File: config.mk
export PLATFORM = sky130hd
export DESIGN_NAME = adcsq_top
export DESIGN_NICKNAME = d
export VERILOG_FILES = /design/src/rtl/adcsq_pkg.sv /design/src/rtl/adcsq_fifo.sv /design/src/rtl/adcsq_top.sv
export SDC_FILE = /design/constraint.sdc
export NUM_CORES = 1
export LEC_CHECK = 0
export BUFFER_PORTS_ARGS = -buffer_cell sky130_fd_sc_hd__clkbuf_2
export CAP_MARGIN = 40
export CORE_MARGIN = 1
export CORE_UTILIZATION = 35
export DETAILED_ROUTE_END_ITERATION = 10
export PLACE_DENSITY_LB_ADDON = 0.25
export RECOVER_POWER = 100
export SYNTH_ARGS = -nofsm -noshare
export SYNTH_HDL_FRONTEND = slang
export SYNTH_SLANG_ARGS = --single-unit
File: constraint.sdc
create_clock -name clk_sys_in -period 7.4 [get_ports clk_sys_in]
set_input_delay 0.74 -clock clk_sys_in [delete_from_list [all_inputs] [get_ports clk_sys_in]]
set_output_delay 0.74 -clock clk_sys_in [all_outputs]
set_load 0.05 [all_outputs]
File: src/rtl/adcsq_pkg.sv
package adcsq_pkg;
    // Control word fields
    localparam int unsigned CW_WRITE     = 15;
    localparam int unsigned CW_REPEAT    = 14;
    localparam int unsigned CW_SEL_HI    = 13;
    localparam int unsigned CW_TSENSE    = 5;
    localparam int unsigned CW_EXTREF    = 2;
    localparam int unsigned CW_AVG       = 1;
    localparam int unsigned CW_STANDBY   = 0;
    localparam logic [14:0] CW_RESET     = 15'h0000;

    // Frame layout
    localparam logic [4:0]  FRAME_LAST   = 5'h0F;
    localparam logic [15:0] ALL_ONES     = 16'hFFFF;
    localparam logic [3:0]  TEMP_INDEX   = 4'h8;
    localparam logic [3:0]  TAG_TEMP     = 4'h8;
    localparam logic [3:0]  TAG_TEMP_AVG = 4'h9;

    // Timing
    localparam int unsigned CLK_PERIOD_NS    = 5;
    localparam int unsigned TEMP_CONV_MAX_NS = 100000;
    localparam int unsigned TEMP_CONV_CYCLES = TEMP_CONV_MAX_NS / CLK_PERIOD_NS;
    localparam int unsigned PD_MIN_NS        = 90;
    localparam int unsigned PD_CYCLES        = (PD_MIN_NS + CLK_PERIOD_NS - 1) / CLK_PERIOD_NS;
    localparam int unsigned RST_MAX_NS       = 60;
    localparam int unsigned RST_CYCLES       = RST_MAX_NS / CLK_PERIOD_NS;

    // Result buffer
    localparam int unsigned FIFO_WIDTH = 16;
    localparam int unsigned FIFO_DEPTH = 4;

    typedef enum logic [3:0] {
        ST_IDLE  = 4'h1,
        ST_SHIFT = 4'h2,
        ST_HOLD  = 4'h4,
        ST_SKIP  = 4'h8
    } adcsq_frame_t;
endpackage : adcsq_pkg

File: src/rtl/adcsq_fifo.sv
`timescale 1ns/10ps
module adcsq_fifo #(
    parameter int unsigned WIDTH = 16,
    parameter int unsigned DEPTH = 4
) (
    input  wire logic             clk_sys_in,    // System clock
    input  wire logic             rstn_in,       // Sync reset, active low
    input  wire logic             flush_in,      // Drop all entries
    input  wire logic             wr_valid_in,   // Write request
    output logic                  wr_ready_out,  // Room available
    input  wire logic [WIDTH-1:0] wr_data_in,    // Write word
    output logic                  rd_valid_out,  // Head word present
    input  wire logic             rd_ready_in,   // Pop head
    output logic      [WIDTH-1:0] rd_data_out    // Head word
);
    localparam int unsigned CW = $clog2(DEPTH + 1);
    localparam logic [CW-1:0] DEPTH_C = CW'(DEPTH);

    logic [WIDTH-1:0] mem_q [DEPTH];
    logic [CW-1:0]    count_q;
    logic [CW-1:0]    count_d;
    logic [CW-1:0]    slot;
    logic             push;
    logic             pop;

    assign push         = wr_valid_in & wr_ready_out;
    assign pop          = rd_ready_in & rd_valid_out;
    assign rd_valid_out = (count_q != '0);
    assign rd_data_out  = mem_q[0];
    assign slot         = count_q - CW'(pop);

    always_comb begin
        count_d = count_q + CW'(push) - CW'(pop);
    end

    always_ff @(posedge clk_sys_in) begin
        if (!rstn_in || flush_in) begin
            count_q      <= '0;
            wr_ready_out <= 1'b1;
        end else begin
            count_q      <= count_d;
            wr_ready_out <= (count_d < DEPTH_C);
        end
    end

    // Head always sits in slot 0 so read data comes from a register
    always_ff @(posedge clk_sys_in) begin
        for (int i = 0; i < DEPTH; i++) begin
            if (!rstn_in) begin
                mem_q[i] <= '0;
            end else if (push && CW'(i) == slot) begin
                mem_q[i] <= wr_data_in;
            end else if (pop && i < DEPTH - 1) begin
                mem_q[i] <= mem_q[(i < DEPTH - 1) ? i + 1 : i];
            end
        end
    end
endmodule : adcsq_fifo

File: src/rtl/adcsq_top.sv
`timescale 1ns/10ps
module adcsq_top #(
    parameter int unsigned TEMP_CONV_CYCLES = adcsq_pkg::TEMP_CONV_CYCLES
) (
    input  wire logic        clk_sys_in,                  // System clock, 200 MHz
    input  wire logic        rstn_in,                     // Sync reset, active low
    input  wire logic        cs_n_in,                     // Frame select pin, active low
    input  wire logic        sclk_in,                     // Serial clock pin
    input  wire logic        din_in,                      // Serial data in pin
    input  wire logic        powerdown_reset_n_in,        // Power-down/reset pin, active low
    input  wire logic [11:0] result_bits_in,              // Converter result
    input  wire logic        result_valid_in,             // Converter result valid
    output logic             result_ready_out,            // Result buffer has room
    output logic             dout_out,                    // Serial data out
    output logic             dout_oe_n_out,               // Data out enable, low drives
    output logic             temp_conversion_busy_out,    // Temperature conversion running
    output logic             conv_start_out,              // Start conversion pulse
    output logic [3:0]       conv_channel_out,            // Channel tag being converted
    output logic             conv_abort_out,              // Abort conversion pulse
    output logic             reference_source_select_out, // 1 = external reference
    output logic             temp_average_enable_out,     // Temperature averaging on
    output logic             standby_out,                 // Standby mode
    output logic             powered_down_out             // Power-down mode
);
    localparam logic [14:0] TEMP_LAST = 15'(TEMP_CONV_CYCLES - 1);
    localparam logic [4:0]  PD_LIMIT  = 5'(adcsq_pkg::PD_CYCLES);

    logic [3:0]             sync1_q;
    logic [3:0]             sync2_q;
    logic                   cs_prev_q;
    logic                   sclk_prev_q;
    logic                   cs_s;
    logic                   sclk_s;
    logic                   din_s;
    logic                   pd_low;
    logic                   cs_fall;
    logic                   cs_rise;
    logic                   sclk_fall;
    logic [4:0]             pd_cnt_q;
    adcsq_pkg::adcsq_frame_t st_q;
    logic [4:0]             bit_cnt_q;
    logic [14:0]            in_sh_q;
    logic [15:0]            word_in;
    logic [14:0]            word_low;
    logic [15:0]            out_sh_q;
    logic [15:0]            out_word;
    logic [14:0]            ctrl_q;
    logic [8:0]             pend_q;
    logic [8:0]             rest;
    logic [8:0]             sel_now;
    logic [3:0]             idx;
    logic                   busy_q;
    logic                   grace_q;
    logic [14:0]            temp_cnt_q;
    logic                   standby_q;
    logic                   sb_apply_q;
    logic                   frame_start;
    logic                   skip_frame;
    logic                   shift_edge;
    logic                   last_edge;
    logic                   wr_ok;
    logic                   issue;
    logic                   temp_issue;
    logic                   temp_done;
    logic                   abort;
    logic                   avg_eff;
    logic                   ref_bit;
    logic                   fifo_rd_valid;
    logic                   fifo_pop;
    logic [15:0]            fifo_rd_data;

    // Channel k of inputs 0..7 sits at bit 13-k; temperature is index 8
    function automatic logic [8:0] sel_of(input logic [14:0] cw);
        logic [8:0] m;
        m = '0;
        for (int k = 0; k < 8; k++) begin
            m[k] = cw[adcsq_pkg::CW_SEL_HI - k];
        end
        m[8] = cw[adcsq_pkg::CW_TSENSE];
        return m;
    endfunction : sel_of

    function automatic logic [3:0] first_set(input logic [8:0] m);
        logic [3:0] r;
        r = '0;
        for (int k = 8; k >= 0; k--) begin
            if (m[k]) begin
                r = 4'(k);
            end
        end
        return r;
    endfunction : first_set

    // Pin synchronisers; only second stage is used
    always_ff @(posedge clk_sys_in) begin
        if (!rstn_in) begin
            sync1_q     <= 4'hD;
            sync2_q     <= 4'hD;
            cs_prev_q   <= 1'b1;
            sclk_prev_q <= 1'b0;
        end else begin
            sync1_q     <= {powerdown_reset_n_in, din_in, sclk_in, cs_n_in};
            sync2_q     <= sync1_q;
            cs_prev_q   <= sync2_q[0];
            sclk_prev_q <= sync2_q[1];
        end
    end

    assign cs_s      = sync2_q[0];
    assign sclk_s    = sync2_q[1];
    assign din_s     = sync2_q[2];
    assign pd_low    = !sync2_q[3];
    assign cs_fall   = cs_prev_q & !cs_s;
    assign cs_rise   = !cs_prev_q & cs_s;
    assign sclk_fall = sclk_prev_q & !sclk_s;

    assign skip_frame  = busy_q & !grace_q;
    assign frame_start = (st_q == adcsq_pkg::ST_IDLE) & cs_fall & !pd_low;
    assign shift_edge  = (st_q == adcsq_pkg::ST_SHIFT) & sclk_fall & !cs_s & !cs_rise;
    assign last_edge   = shift_edge & (bit_cnt_q == adcsq_pkg::FRAME_LAST);
    assign word_in     = {in_sh_q, din_s};
    assign word_low    = word_in[14:0];
    assign wr_ok       = last_edge & word_in[adcsq_pkg::CW_WRITE];
    assign abort       = wr_ok & grace_q & busy_q & word_in[adcsq_pkg::CW_STANDBY];
    assign sel_now     = sel_of(ctrl_q);
    assign idx         = first_set(pend_q);
    assign issue       = frame_start & !skip_frame & !standby_q & (pend_q != '0);
    assign temp_issue  = issue & (idx == adcsq_pkg::TEMP_INDEX);
    assign temp_done   = result_valid_in & result_ready_out & conv_channel_out[3];
    assign avg_eff     = ctrl_q[adcsq_pkg::CW_AVG] & ctrl_q[adcsq_pkg::CW_TSENSE];
    assign ref_bit     = ctrl_q[adcsq_pkg::CW_EXTREF];
    assign fifo_pop    = frame_start & !skip_frame & !standby_q & fifo_rd_valid;

    always_comb begin
        rest = pend_q;
        rest[idx] = 1'b0;
        if (rest == '0 && ctrl_q[adcsq_pkg::CW_REPEAT]) begin
            rest = sel_now;
        end
    end

    always_comb begin
        if (skip_frame || standby_q || !fifo_rd_valid) begin
            out_word = adcsq_pkg::ALL_ONES;
        end else begin
            out_word = fifo_rd_data;
        end
    end

    // Pin low time decides reset versus power-down
    always_ff @(posedge clk_sys_in) begin
        if (!rstn_in) begin
            pd_cnt_q         <= '0;
            powered_down_out <= 1'b0;
        end else if (pd_low) begin
            pd_cnt_q         <= (pd_cnt_q == PD_LIMIT) ? pd_cnt_q : pd_cnt_q + 5'h01;
            powered_down_out <= (pd_cnt_q >= PD_LIMIT - 5'h01);
        end else begin
            pd_cnt_q         <= '0;
            powered_down_out <= 1'b0;
        end
    end

    // Frame tracking
    always_ff @(posedge clk_sys_in) begin
        if (!rstn_in || pd_low) begin
            st_q <= adcsq_pkg::ST_IDLE;
        end else begin
            unique case (st_q)
                adcsq_pkg::ST_IDLE: begin
                    if (frame_start) begin
                        st_q <= skip_frame ? adcsq_pkg::ST_SKIP : adcsq_pkg::ST_SHIFT;
                    end
                end
                adcsq_pkg::ST_SHIFT: begin
                    if (cs_rise) begin
                        st_q <= adcsq_pkg::ST_IDLE;
                    end else if (last_edge) begin
                        st_q <= adcsq_pkg::ST_HOLD;
                    end
                end
                adcsq_pkg::ST_HOLD,
                adcsq_pkg::ST_SKIP: begin
                    if (cs_rise) begin
                        st_q <= adcsq_pkg::ST_IDLE;
                    end
                end
                default: begin
                    st_q <= adcsq_pkg::ST_IDLE;
                end
            endcase
        end
    end

    always_ff @(posedge clk_sys_in) begin
        if (!rstn_in) begin
            bit_cnt_q <= '0;
            in_sh_q   <= '0;
        end else if (frame_start) begin
            bit_cnt_q <= '0;
        end else if (shift_edge) begin
            bit_cnt_q <= bit_cnt_q + 5'h01;
            in_sh_q   <= word_low;
        end
    end

    // Serial output
    always_ff @(posedge clk_sys_in) begin
        if (!rstn_in || pd_low) begin
            dout_oe_n_out <= 1'b1;
            dout_out      <= 1'b1;
            out_sh_q      <= adcsq_pkg::ALL_ONES;
        end else if (frame_start) begin
            dout_oe_n_out <= 1'b0;
            dout_out      <= out_word[15];
            out_sh_q      <= {out_word[14:0], 1'b1};
        end else if (cs_rise || last_edge) begin
            dout_oe_n_out <= 1'b1;
        end else if (shift_edge) begin
            dout_out      <= out_sh_q[15];
            out_sh_q      <= {out_sh_q[14:0], 1'b1};
        end
    end

    // Control word
    always_ff @(posedge clk_sys_in) begin
        if (!rstn_in || pd_low) begin
            ctrl_q <= adcsq_pkg::CW_RESET;
        end else if (wr_ok) begin
            ctrl_q <= word_low;
        end else if (cs_rise && sb_apply_q && ctrl_q[adcsq_pkg::CW_STANDBY]) begin
            ctrl_q[adcsq_pkg::CW_AVG] <= 1'b0;
        end
    end

    // Standby entry and exit at frame end, or at once on abort
    always_ff @(posedge clk_sys_in) begin
        if (!rstn_in || pd_low) begin
            standby_q  <= 1'b0;
            sb_apply_q <= 1'b0;
        end else if (abort) begin
            standby_q  <= 1'b1;
            sb_apply_q <= 1'b1;
        end else if (wr_ok) begin
            sb_apply_q <= 1'b1;
        end else if (cs_rise) begin
            sb_apply_q <= 1'b0;
            if (sb_apply_q) begin
                standby_q <= ctrl_q[adcsq_pkg::CW_STANDBY];
            end
        end
    end

    // Channel sequencer
    always_ff @(posedge clk_sys_in) begin
        if (!rstn_in || pd_low) begin
            pend_q <= '0;
        end else if (wr_ok) begin
            pend_q <= sel_of(word_low);
        end else if (issue) begin
            pend_q <= rest;
        end
    end

    always_ff @(posedge clk_sys_in) begin
        if (!rstn_in || pd_low) begin
            conv_start_out   <= 1'b0;
            conv_channel_out <= '0;
            conv_abort_out   <= 1'b0;
        end else begin
            conv_start_out <= issue;
            conv_abort_out <= (cs_rise && st_q == adcsq_pkg::ST_SHIFT) || abort;
            if (issue) begin
                if (idx == adcsq_pkg::TEMP_INDEX) begin
                    conv_channel_out <= avg_eff ? adcsq_pkg::TAG_TEMP_AVG : adcsq_pkg::TAG_TEMP;
                end else begin
                    conv_channel_out <= idx;
                end
            end
        end
    end

    // Temperature conversion timing
    always_ff @(posedge clk_sys_in) begin
        if (!rstn_in || pd_low) begin
            busy_q     <= 1'b0;
            grace_q    <= 1'b0;
            temp_cnt_q <= '0;
        end else begin
            if (temp_issue) begin
                grace_q <= 1'b1;
            end else if (cs_rise) begin
                grace_q <= 1'b0;
            end
            if (temp_issue) begin
                busy_q     <= 1'b1;
                temp_cnt_q <= '0;
            end else if (abort || (busy_q && (temp_done || temp_cnt_q == TEMP_LAST))) begin
                busy_q     <= 1'b0;
            end else if (busy_q) begin
                temp_cnt_q <= temp_cnt_q + 15'h0001;
            end
        end
    end

    assign temp_conversion_busy_out = busy_q;

    always_ff @(posedge clk_sys_in) begin
        if (!rstn_in) begin
            reference_source_select_out <= 1'b0;
            temp_average_enable_out     <= 1'b0;
        end else begin
            reference_source_select_out <= ref_bit;
            temp_average_enable_out     <= avg_eff;
        end
    end

    assign standby_out = standby_q;

    adcsq_fifo #(
        .WIDTH (adcsq_pkg::FIFO_WIDTH),
        .DEPTH (adcsq_pkg::FIFO_DEPTH)
    ) u_result_fifo (
        .clk_sys_in   (clk_sys_in),
        .rstn_in      (rstn_in),
        .flush_in     (pd_low),
        .wr_valid_in  (result_valid_in),
        .wr_ready_out (result_ready_out),
        .wr_data_in   ({conv_channel_out, result_bits_in}),
        .rd_valid_out (fifo_rd_valid),
        .rd_ready_in  (fifo_pop),
        .rd_data_out  (fifo_rd_data)
    );
endmodule : adcsq_top

==> results of run 1 <==
-- layout by cell type, fill, tap and decap left out, types with 5 or more instances in the layout --
cell type,n
and2_1,18
o211ai_1,15
inv_1,16
xnor2_1,19
and2_0,12
clkbuf_2,17
nand2_1,99
and3_1,10
nor3_1,9
edfxtp_1,64
clkinv_8,6
or3_1,6
nand4_1,6
a211oi_1,6
nand3_1,18
o21ai_0,10
clkbuf_1,18
ha_1,10
nand2b_1,10
clkbuf_16,17
a22o_1,47
nor4_1,12
a21oi_1,45
nor2_1,40
dfxtp_1,110
buf_4,5
o22ai_1,16
-- worst max-delay path, stage by stage (launching register included) --
cell	delay, ns
dfxtp_1	0.35
or3b_1	0.43
nor4_1	1.21
o31ai_2	0.15
clkbuf_1	0.47
inv_1	0.28
ha_1	0.26
ha_1	0.19
xnor2_1	0.15
nand2_1	0.14
nor3_1	0.36
or3_1	0.57
-- path summary, 6_finish.rpt --
check	cells past startpoint	end	from
setup / recovery	11	u_result_fifo.mem_q[1][0]$_DFFE_PP_	sync2_q[0]$_SDFF_PN1_
hold / removal	1	sync2_q[3]$_SDFF_PN1_	sync1_q[3]$_SDFF_PN1_
setup reg to reg	11	u_result_fifo.mem_q[1][0]$_DFFE_PP_	sync2_q[0]$_SDFF_PN1_
hold reg to reg	1	sync2_q[3]$_SDFF_PN1_	sync1_q[3]$_SDFF_PN1_
-- stage by stage --
step | instance area [µm²] | cells | setup WS (ns) | utilization
2_1_floorplan | 7347 | 707 | 4.134 | -
3_3_place_gp | 7706 | 973 | 3.517 | 0.3772
3_5_place_dp | 7732 | 976 | 3.560 | 0.3785
4_1_cts | 8373 | 1008 | 3.534 | 0.4098
5_1_grt | 8309 | 1008 | 1.911 | 0.4067
6_report | 8309 | 1008 | 2.473 | 0.4067
-- logic make-up (layout without fill, tap and decap cells) --
| group | after synthesis | after routing | share of synthesized area |
|---|---|---|---|
| mux | 3 | 3 | 0.004087 |
| compound gates | 173 | 173 | 0.1664 |
| fa+ha+maj | 12 | 12 | 0.02112 |
| flops | 174 | 174 | 0.5613 |
| xor+xnor | 23 | 23 | 0.02742 |
| buf+inv | 58 | 89 | 0.03457 |
| simple gates | 264 | 264 | 0.1851 |
-- registers in the layout (all words and copies together) (netlist names), 5 cells and up --
signal,cells
temp_cnt_q,15
pend_q,9
ctrl_q,13
in_sh_q,15
u_result_fifo.mem_q,64
bit_cnt_q,5
out_sh_q,15
pd_cnt_q,5
-- layer usage --
layer	vias up	share of wire
li1	2613	-
met1	2484	0.48
met2	72	0.49
met3	8	0.027
met4	0	0.0067
met5	-	0
-- report_power, final --
group	total [mW]	internal [mW]	switching, mW
sequential	1.12	1.09	0.0308
clock	0.938	0.474	0.464
combinational	0.163	0.0579	0.105
-- cell usage after synthesis (all sizes together), types with 3 or more instances --
cell,number
a211oi,6
a21boi,3
a21oi,46
a22o,47
a31oi,4
and2,30
and3,10
and4,4
buf,11
clkbuf,31
dfxtp,110
edfxtp,64
ha,10
inv,16
mux2i,3
nand2,99
nand2b,10
nand3,18
nand4,6
nor2,40
nor2b,4
nor3,10
nor4,13
nor4b,3
o211ai,15
o21ai,10
o22ai,16
o2bb2ai,4
o31ai,5
or3,6
or4,4
xnor2,19
xor2,4
-- cell type report --
class                      instances  area [µm²]  share of cell area
inverter                          16       60.06            0.007228
clock inverter                    15       215.2             0.02590
clock buffer                      17       425.4             0.05120
timing repair buffer              41       201.4             0.02424
tap                              270       337.8             0.04066
multi-input combinational        475        2945              0.3545
sequential                       174        4124              0.4963
==> flow_summary.json, run 1 <==
{
  "outcome": "finished with violations",
  "violations": "capacitance limit, slew limit",
  "global_route.usage.total": 0.1462,
  "holdCritPathClass": "reg -> reg",
  "avgRoutedWirePerCell_um": 15.00,
  "cts_inserted_buffers": 17,
  "antenna_cells_inserted": 0,
  "max_freq_mhz": 202.9,
  "grt_setup_unrepaired": "no",
  "met1_usage": 0.1885,
  "p_per_area_nw_per_um2": 267.3,
  "period_share": 0.6659,
  "io_buffers": 32,
  "dp.final_hpwl_um": 10420,
  "clock_latency_ns": 0.43,
  "routed_via_density": 5.136,
  "met2_layer_usage_reported_by_global_route": 0.2434,
  "nNetsFinal": 755,
  "cts_buffer_depth": 2,
  "cts_max_level": 4,
  "share_of_layout_cells_above_drive_strength_1": 0.08672,
  "floorplan.io_pins": 33,
  "synth_cell_types": 66,
  "fin_skew_ns": 0.01159,
  "antenna_violating_nets_post_route": 0,
  "async_flop_share": 0,
  "crit_path_end_kind": "flip-flop",
  "final.fill_count": 2029,
  "reg2reg_setup_slack_ns": 2.47,
  "top_usage_layer": "met2",
  "synth.ff_latch_count": 174,
  "globalRouteOverflowTotal": 0,
  "leakagePower_nw": 2.993,
  "postCtsHoldBufs": 0,
  "hold_violations": 0,
  "design_power_total_mw": 2.221,
  "setup-violations-final": 0,
  "leading_register_cell_type_out_of_synthesis": "dfxtp_1",
  "via_count_of_the_first_global_routing_pass": 4999,
  "detail_route.first_pass.iterations": 4,
  "path_max_fanout": 20,
  "cts-resized-gates": 0,
  "post_synth_inst_count": 707,
  "die-height_um": 146.9,
  "synthDominantCellAreaShare": 0.2997,
  "setup.worst_path.start_class": "flip-flop",
  "vdd_drop_max_uv": 154.2,
  "design.die.area_um2": 21580,
  "first_iter_violations": 274,
  "floorplan.die.width_um": 146.9,
  "yosys_warnings": 0,
  "floorplan.initialDensity": 0.3596,
  "cp_data_arrival_time_ns": 4.99,
  "seq_area_frac_synth": 0.5613,
  "final.setup.tns_ns": 0,
  "timing.max_slew.rel_slack": -0.01229,
  "worst-endpoint-required_ns": 7.46,
  "globalplace.congestion": 0.8074,
  "cts_num_sinks": 174,
  "synth_edf_count": 64,
  "grt_first_pass_wirelength_um": 25160,
  "grt_max_degree": 35,
  "num_rows": 52,
  "core_area_um2": 20430,
  "met3_usage": 0.03354,
  "syn_avg_cell_area_um2": 10.39,
  "post-route-drc-count": 0,
  "synth.largest_area_cell": "dfxtp_1",
  "cap_violations": 1,
  "cts.root.buffer_cell": "clkbuf_16",
  "timing_max_transition_violations_final": 10,
  "netlist_area_um2": 7347,
  "areaGrowthSynthToFinish_pct": 13.10,
  "route.final.wire_length_um": 15120,
  "num_vias": 5177,
  "clkTransAtPathRegs_ns": 0.08,
  "antenna_found_initial": 0,
  "synth.top_cells.by_area": "dfxtp_1, edfxtp_1, a22o_1",
  "synthesis.nets": 737,
  "timing.final.crit_period_ns": 4.927,
  "worst_margin_pin_slew_ns": 1.505,
  "hold_slack_ns": 0.4109,
  "crit_type": "reg -> reg",
  "post-cts-setup-buffer-count": 0,
  "cts_tree": "yes"
}
Power figures use the tool's default switching activity.
==> inputs of run 2 (changes only) <==
- clock period: 7.4 -> 4.7 ns (I/O delays scaled with it)
==> run 2 against run 1 <==
Effect of this change: the flow now finishes without violations; worst hold slack got worse by 0.20 ns; clock-buffer cell count stayed put; largest power group unchanged; sequential power grew 57%; sequential share of layout area about the same; via count down 0.19%; combinational power grew 56%; flip-flop and latch count unchanged; design area barely moved; setup slack lost 1.5 ns; clock skew rose by 0.0021 ns.
==> flow_summary.json, run 2 (same netlist as run 1, synthesis figures left out) <==
{
  "die-height_um": 146.9,
  "period_share": 0.8032,
  "timing.max_slew.rel_slack": 0.1727,
  "setup-violations-final": 0,
  "routed_via_density": 5.126,
  "route.final.wire_length_um": 14970,
  "holdCritPathClass": "in -> reg",
  "antenna_violating_nets_post_route": 0,
  "cts_tree": "yes",
  "floorplan.die.width_um": 146.9,
  "p_per_area_nw_per_um2": 422.6,
  "worst-endpoint-required_ns": 4.94,
  "timing.final.crit_period_ns": 3.775,
  "multi_input_area_um2": 2955,
  "leakagePower_nw": 2.979,
  "outcome": "finished clean",
  "cts_max_level": 4,
  "clock_latency_ns": 0.44,
  "fin_skew_ns": 0.01372,
  "core_area_um2": 20430,
  "dp.final_hpwl_um": 10480,
  "timing_max_transition_violations_final": 0,
  "areaGrowthSynthToFinish_pct": 13.03,
  "grt_max_degree": 25,
  "worst_setup_path_endpoint": "out_sh_q[7]$_SDFFE_PP1P_",
  "cap_violations": 0,
  "path_max_fanout": 23,
  "largest_register_ffs": 64,
  "cts_inserted_buffers": 17,
  "floorplan.io_pins": 33,
  "final.fill_count": 2003,
  "crit_path_end_kind": "flip-flop",
  "globalplace.congestion": 0.7929,
  "post-route-drc-count": 0,
  "cp_data_arrival_time_ns": 4.01,
  "antenna_found_initial": 0,
  "hold_slack_ns": 0.2097,
  "worst_r2r_end": "out_sh_q[7]$_SDFFE_PP1P_",
  "nNetsFinal": 755,
  "cts.root.buffer_cell": "clkbuf_16",
  "vdd_drop_max_uv": 243.0,
  "floorplan.initialDensity": 0.3596,
  "cts-resized-gates": 0,
  "grt_setup_unrepaired": "no",
  "cts_buffer_depth": 2,
  "final_cells": 1008,
  "global_route.usage.total": 0.1471,
  "design.die.area_um2": 21580,
  "hold_violations": 0,
  "postCtsHoldBufs": 0,
  "grt_first_pass_wirelength_um": 25260,
  "post-cts-setup-buffer-count": 0,
  "min-delay-start": "din_in",
  "final.setup.tns_ns": 0,
  "num_vias": 5167,
  "largest_register": "u_result_fifo.mem_q",
  "dp_slack_ns": 0.9172,
  "final_critical_path_setup_slack_ns": 0.9248,
  "layout.area.seq_um2": 4124,
  "crit_path_start": "st_q[2]$_SDFFE_PP0P_",
  "via_count_of_the_first_global_routing_pass": 5108,
  "worst_margin_pin_slew_ns": 1.241,
  "dp.cells": 976,
  "avgRoutedWirePerCell_um": 14.85,
  "rr_worst_depth": 7,
  "globalRouteOverflowTotal": 0,
  "mostFrequentLayoutCells": "dfxtp_1, nand2_1, edfxtp_1",
  "setup.worst_path.start_class": "flip-flop",
  "worstReg2RegStart": "st_q[2]$_SDFFE_PP0P_",
  "layout.cells.most_common": "dfxtp_1",
  "share_of_layout_cells_above_drive_strength_1": 0.08808,
  "first_iter_violations": 223,
  "cts_num_sinks": 174,
  "antenna_cells_inserted": 0,
  "clkTransAtPathRegs_ns": 0.08,
  "num_rows": 52,
  "detail_route.first_pass.iterations": 4,
  "io_buffers": 32,
  "reg2reg_setup_slack_ns": 0.92,
  "max_freq_mhz": 264.9,
  "crit_type": "reg -> reg"
}
## run 2: cell types whose count changed in the layout (fill, tap and decap cells not counted), moves of 2 or more
cell      delta
and2_0       +4
clkinv_8     -3
inv_12       +2
and2_1       -4
## run 2: how the worst min path moves through the flow
stage / end / slack, ns / cells past startpoint
after global placement: sync2_q[2]$_SDFF_PN1_ / 0.39 / 1
final: sync1_q[2]$_SDFF_PN1_ / 0.21 / 2
after CTS: sync1_q[2]$_SDFF_PN1_ / 0.20 / 2
after floorplan: sync2_q[0]$_SDFF_PN1_ / 0.39 / 1
after global routing: sync1_q[0]$_SDFF_PN1_ / 0.21 / 2
after detailed placement: sync2_q[2]$_SDFF_PN1_ / 0.40 / 1
## run 2: metrics by stage
| step | utilization | instance area, µm² | total power [mW] |
|---|---|---|---|
| detailed placement | 0.3784 | 7730 | 2.061 |
| global placement | 0.3772 | 7706 | 2.046 |
| finish | 0.4065 | 8304 | 3.509 |
| floorplan | - | 7347 | 1.980 |
| global route | 0.4065 | 8304 | 3.655 |
| CTS | 0.4095 | 8366 | 3.554 |
## run 2: power breakdown
group / total (mW) / internal, mW / switching, mW / leakage [nW]
Combinational: 0.255 / 0.0907 / 0.164 / 1.11
Clock: 1.49 / 0.750 / 0.741 / 0.308
Sequential: 1.76 / 1.72 / 0.0481 / 1.56
## run 2: layout make-up
type / instances / share of cell area
Sequential cell: 174 / 0.4966
Multi-Input combinational cell: 475 / 0.3559
Clock buffer: 17 / 0.05123
Tap cell: 270 / 0.04068
Clock inverter: 15 / 0.02531
Timing Repair Buffer: 41 / 0.02305
Inverter: 16 / 0.007232
## run 2: worst max-delay path, stage by stage, from the launching register on
cell	delay, ns
dfxtp_1	0.35
nor4b_1	0.95
and2_0	0.22
clkbuf_1	0.78
a21oi_1	0.58
clkbuf_1	0.43
nand2_1	0.16
o211ai_1	0.10
## run 2: metal layers
metal	global-route usage	wire length [µm]
met1	0.1879	7072
met2	0.2408	7064
met3	0.02919	577
met4	0.06563	257
met5	0	0
==> inputs of run 3 (changes only) <==
- ABC_AREA: unset -> 1
- clock period: 4.7 -> 3.1 ns (I/O delays scaled with it)
==> run 3 against run 2 <==
Effect of this change: combinational power is 80% higher; sequential power is 49% higher; non-clock buffer count is 8 higher; clock-buffer cell count is 1 higher; flip-flop and latch count stayed put; critical path depth is 8 higher; total power is 47% higher; core utilization is 0.63 points higher; setup slack worse by 0.78 ns.
==> flow_summary.json, run 3 <==
{
  "io_buffers": 32,
  "routed_via_density": 4.796,
  "holdCritPathClass": "in -> reg",
  "cts_inserted_buffers": 17,
  "route.final.wire_length_um": 16190,
  "worst_margin_pin_slew_ns": 0.5324,
  "yosys_warnings": 0,
  "async_flop_share": 0,
  "timing.final.crit_period_ns": 2.955,
  "worst-endpoint-required_ns": 3.38,
  "areaGrowthSynthToFinish_pct": 14.33,
  "cts_buffer_depth": 2,
  "synthDominantCellAreaShare": 0.2866,
  "floorplan.io_pins": 33,
  "vdd_drop_max_uv": 337.2,
  "timing_max_transition_violations_final": 0,
  "cp_data_arrival_time_ns": 3.23,
  "design_power_total_mw": 5.168,
  "antenna_cells_inserted": 0,
  "clock_latency_ns": 0.44,
  "crit_path_end_kind": "flip-flop",
  "reg2reg_setup_slack_ns": 0.15,
  "finish.utilization": 0.4127,
  "antenna_violating_nets_post_route": 0,
  "worstReg2RegStart": "st_q[2]$_SDFFE_PP0P_",
  "final.fill_count": 2164,
  "detail_route.first_pass.iterations": 4,
  "worst_setup_path_endpoint": "u_result_fifo.mem_q[2][2]$_SDFFCE_PN0P_",
  "floorplan.die.width_um": 150.2,
  "cts_num_sinks": 174,
  "antenna_found_initial": 0,
  "num_vias": 5760,
  "worst_r2r_end": "u_result_fifo.mem_q[2][2]$_SDFFCE_PN0P_",
  "ys_top_cells_by_count": "nand2_1, dfxtp_1, nor2_1",
  "dp_slack_ns": 0.1456,
  "path_max_fanout": 16,
  "synth_cell_types": 48,
  "core_area_um2": 21290,
  "synthMostInstantiatedCell": "nand2_1",
  "period_share": 0.9532,
  "seq_area_frac_synth": 0.5366,
  "grt_max_degree": 32,
  "leakagePower_nw": 3.382,
  "syn_avg_cell_area_um2": 8.753,
  "netlist_area_um2": 7685,
  "hold_violations": 0,
  "crit_type": "reg -> reg",
  "timing.max_slew.rel_slack": 0.6442,
  "nNetsFinal": 943,
  "setup-violations-final": 0,
  "setup.worst_path.start_class": "flip-flop",
  "num_rows": 53,
  "synth.top_cells.by_area": "dfxtp_1, edfxtp_1, nand2_1",
  "synthesis.nets": 908,
  "p_per_area_nw_per_um2": 588.2,
  "post-cts-setup-buffer-count": 0,
  "first_iter_violations": 292,
  "rr_worst_depth": 15,
  "share_of_layout_cells_above_drive_strength_1": 0.1544,
  "cts_max_level": 4,
  "post_synth_inst_count": 878,
  "design.die.area_um2": 22550,
  "layout.cells.most_common": "nand2_1",
  "leading_register_cell_type_out_of_synthesis": "dfxtp_1",
  "floorplan.initialDensity": 0.3610,
  "grt_setup_unrepaired": "yes",
  "mostFrequentLayoutCells": "nand2_1, dfxtp_1, nor2_1",
  "globalRouteOverflowTotal": 0,
  "max_freq_mhz": 338.4,
  "synth.largest_area_cell": "dfxtp_1",
  "fin_skew_ns": 0.02321,
  "via_count_of_the_first_global_routing_pass": 5407,
  "synth.ff_latch_count": 174,
  "largest_register_ffs": 64,
  "avgRoutedWirePerCell_um": 13.48,
  "outcome": "finished clean",
  "largest_register": "u_result_fifo.mem_q",
  "post-route-drc-count": 0,
  "crit_path_start": "st_q[2]$_SDFFE_PP0P_",
  "global_route.usage.total": 0.1527,
  "final_critical_path_setup_slack_ns": 0.1450,
  "cts_tree": "yes",
  "cap_violations": 0,
  "cts.root.buffer_cell": "clkbuf_16",
  "synth_edf_count": 64,
  "clkTransAtPathRegs_ns": 0.08,
  "dp.final_hpwl_um": 11400,
  "die-height_um": 150.2,
  "grt_first_pass_wirelength_um": 26970,
  "globalplace.congestion": 0.8554
}
run 3: routing by layer:
metal / part of all wire / wire, µm / global-route usage
met1: 0.51 / 8232 / 0.2096
met2: 0.45 / 7206 / 0.2359
met3: 0.031 / 510 / 0.03303
met4: 0.015 / 243 / 0.05455
met5: 0 / 0 / 0
run 3: cells by family after synthesis:
group,Yosys count,synth area share
AOI/OAI and AO/OA,175,0.1351
xor gates and xnor gates,19,0.02165
adders and majority gates,12,0.02019
buffers and inverters,129,0.07098
DFF,174,0.5366
muxes,1,0.001303
and+or+nand+nor,368,0.2141
run 3: area by class of cell:
type	count	area (µm²)	share of cell area
Timing Repair Buffer	49	287.8	0.03275
Multi-Input combinational cell	575	3069	0.3493
Clock inverter	14	157.7	0.01794
Tap cell	275	344.1	0.03916
Inverter	96	372.9	0.04244
Sequential cell	174	4125	0.4695
Clock buffer	18	429.2	0.04885
run 3: how the worst min path moves through the flow:
stage	startpoint	to	slack (ns)	cells after the start
after CTS	powerdown_reset_n_in	sync1_q[3]$_SDFF_PN1_	0.05	2
after global placement	sync1_q[2]$_SDFF_PN1_	sync2_q[2]$_SDFF_PN1_	0.40	1
final	powerdown_reset_n_in	sync1_q[3]$_SDFF_PN1_	0.06	2
after floorplan	sync1_q[1]$_SDFF_PN0_	sync2_q[1]$_SDFF_PN0_	0.39	2
after global routing	powerdown_reset_n_in	sync1_q[3]$_SDFF_PN1_	0.06	2
after detailed placement	sync1_q[2]$_SDFF_PN1_	sync2_q[2]$_SDFF_PN1_	0.40	1
run 3: metrics by stage:
step	TNS [ns]	instances	hold WS, ns	area, µm²
after global placement	0	1169	0.3957	8145
after CTS	0	1201	0.04995	8732
after floorplan	0	878	0.3905	7694
after detailed placement	0	1169	0.3977	8145
final	0	1201	0.05645	8786
after global routing	-1.304	1201	0.05734	8786
run 3: report_power, final:
part           internal, mW  switching [mW]
sequential             2.56          0.0619
clock                  1.07            1.02
combinational         0.136           0.325
total                  3.77            1.40
run 3: critical path, cell delays in order, from the launching register on:
cell and delay [ns]:
dfxtp_1 0.35, nor4_4 0.41, nand2_4 0.09, nor3_4 0.14
nand2_1 0.09, clkinv_2 0.06, ha_1 0.21, inv_1 0.06
ha_1 0.33, inv_1 0.08, nor4_2 0.26, buf_4 0.18
inv_1 0.07, nand3_4 0.20, o21ai_0 0.11, a21oi_1 0.15
run 3: what timing repair did:
item | in CTS | in global routing
endpoints found under the setup margin | 0 | 94
hold buffers | 0 | 0
resized for setup | 0 | 13
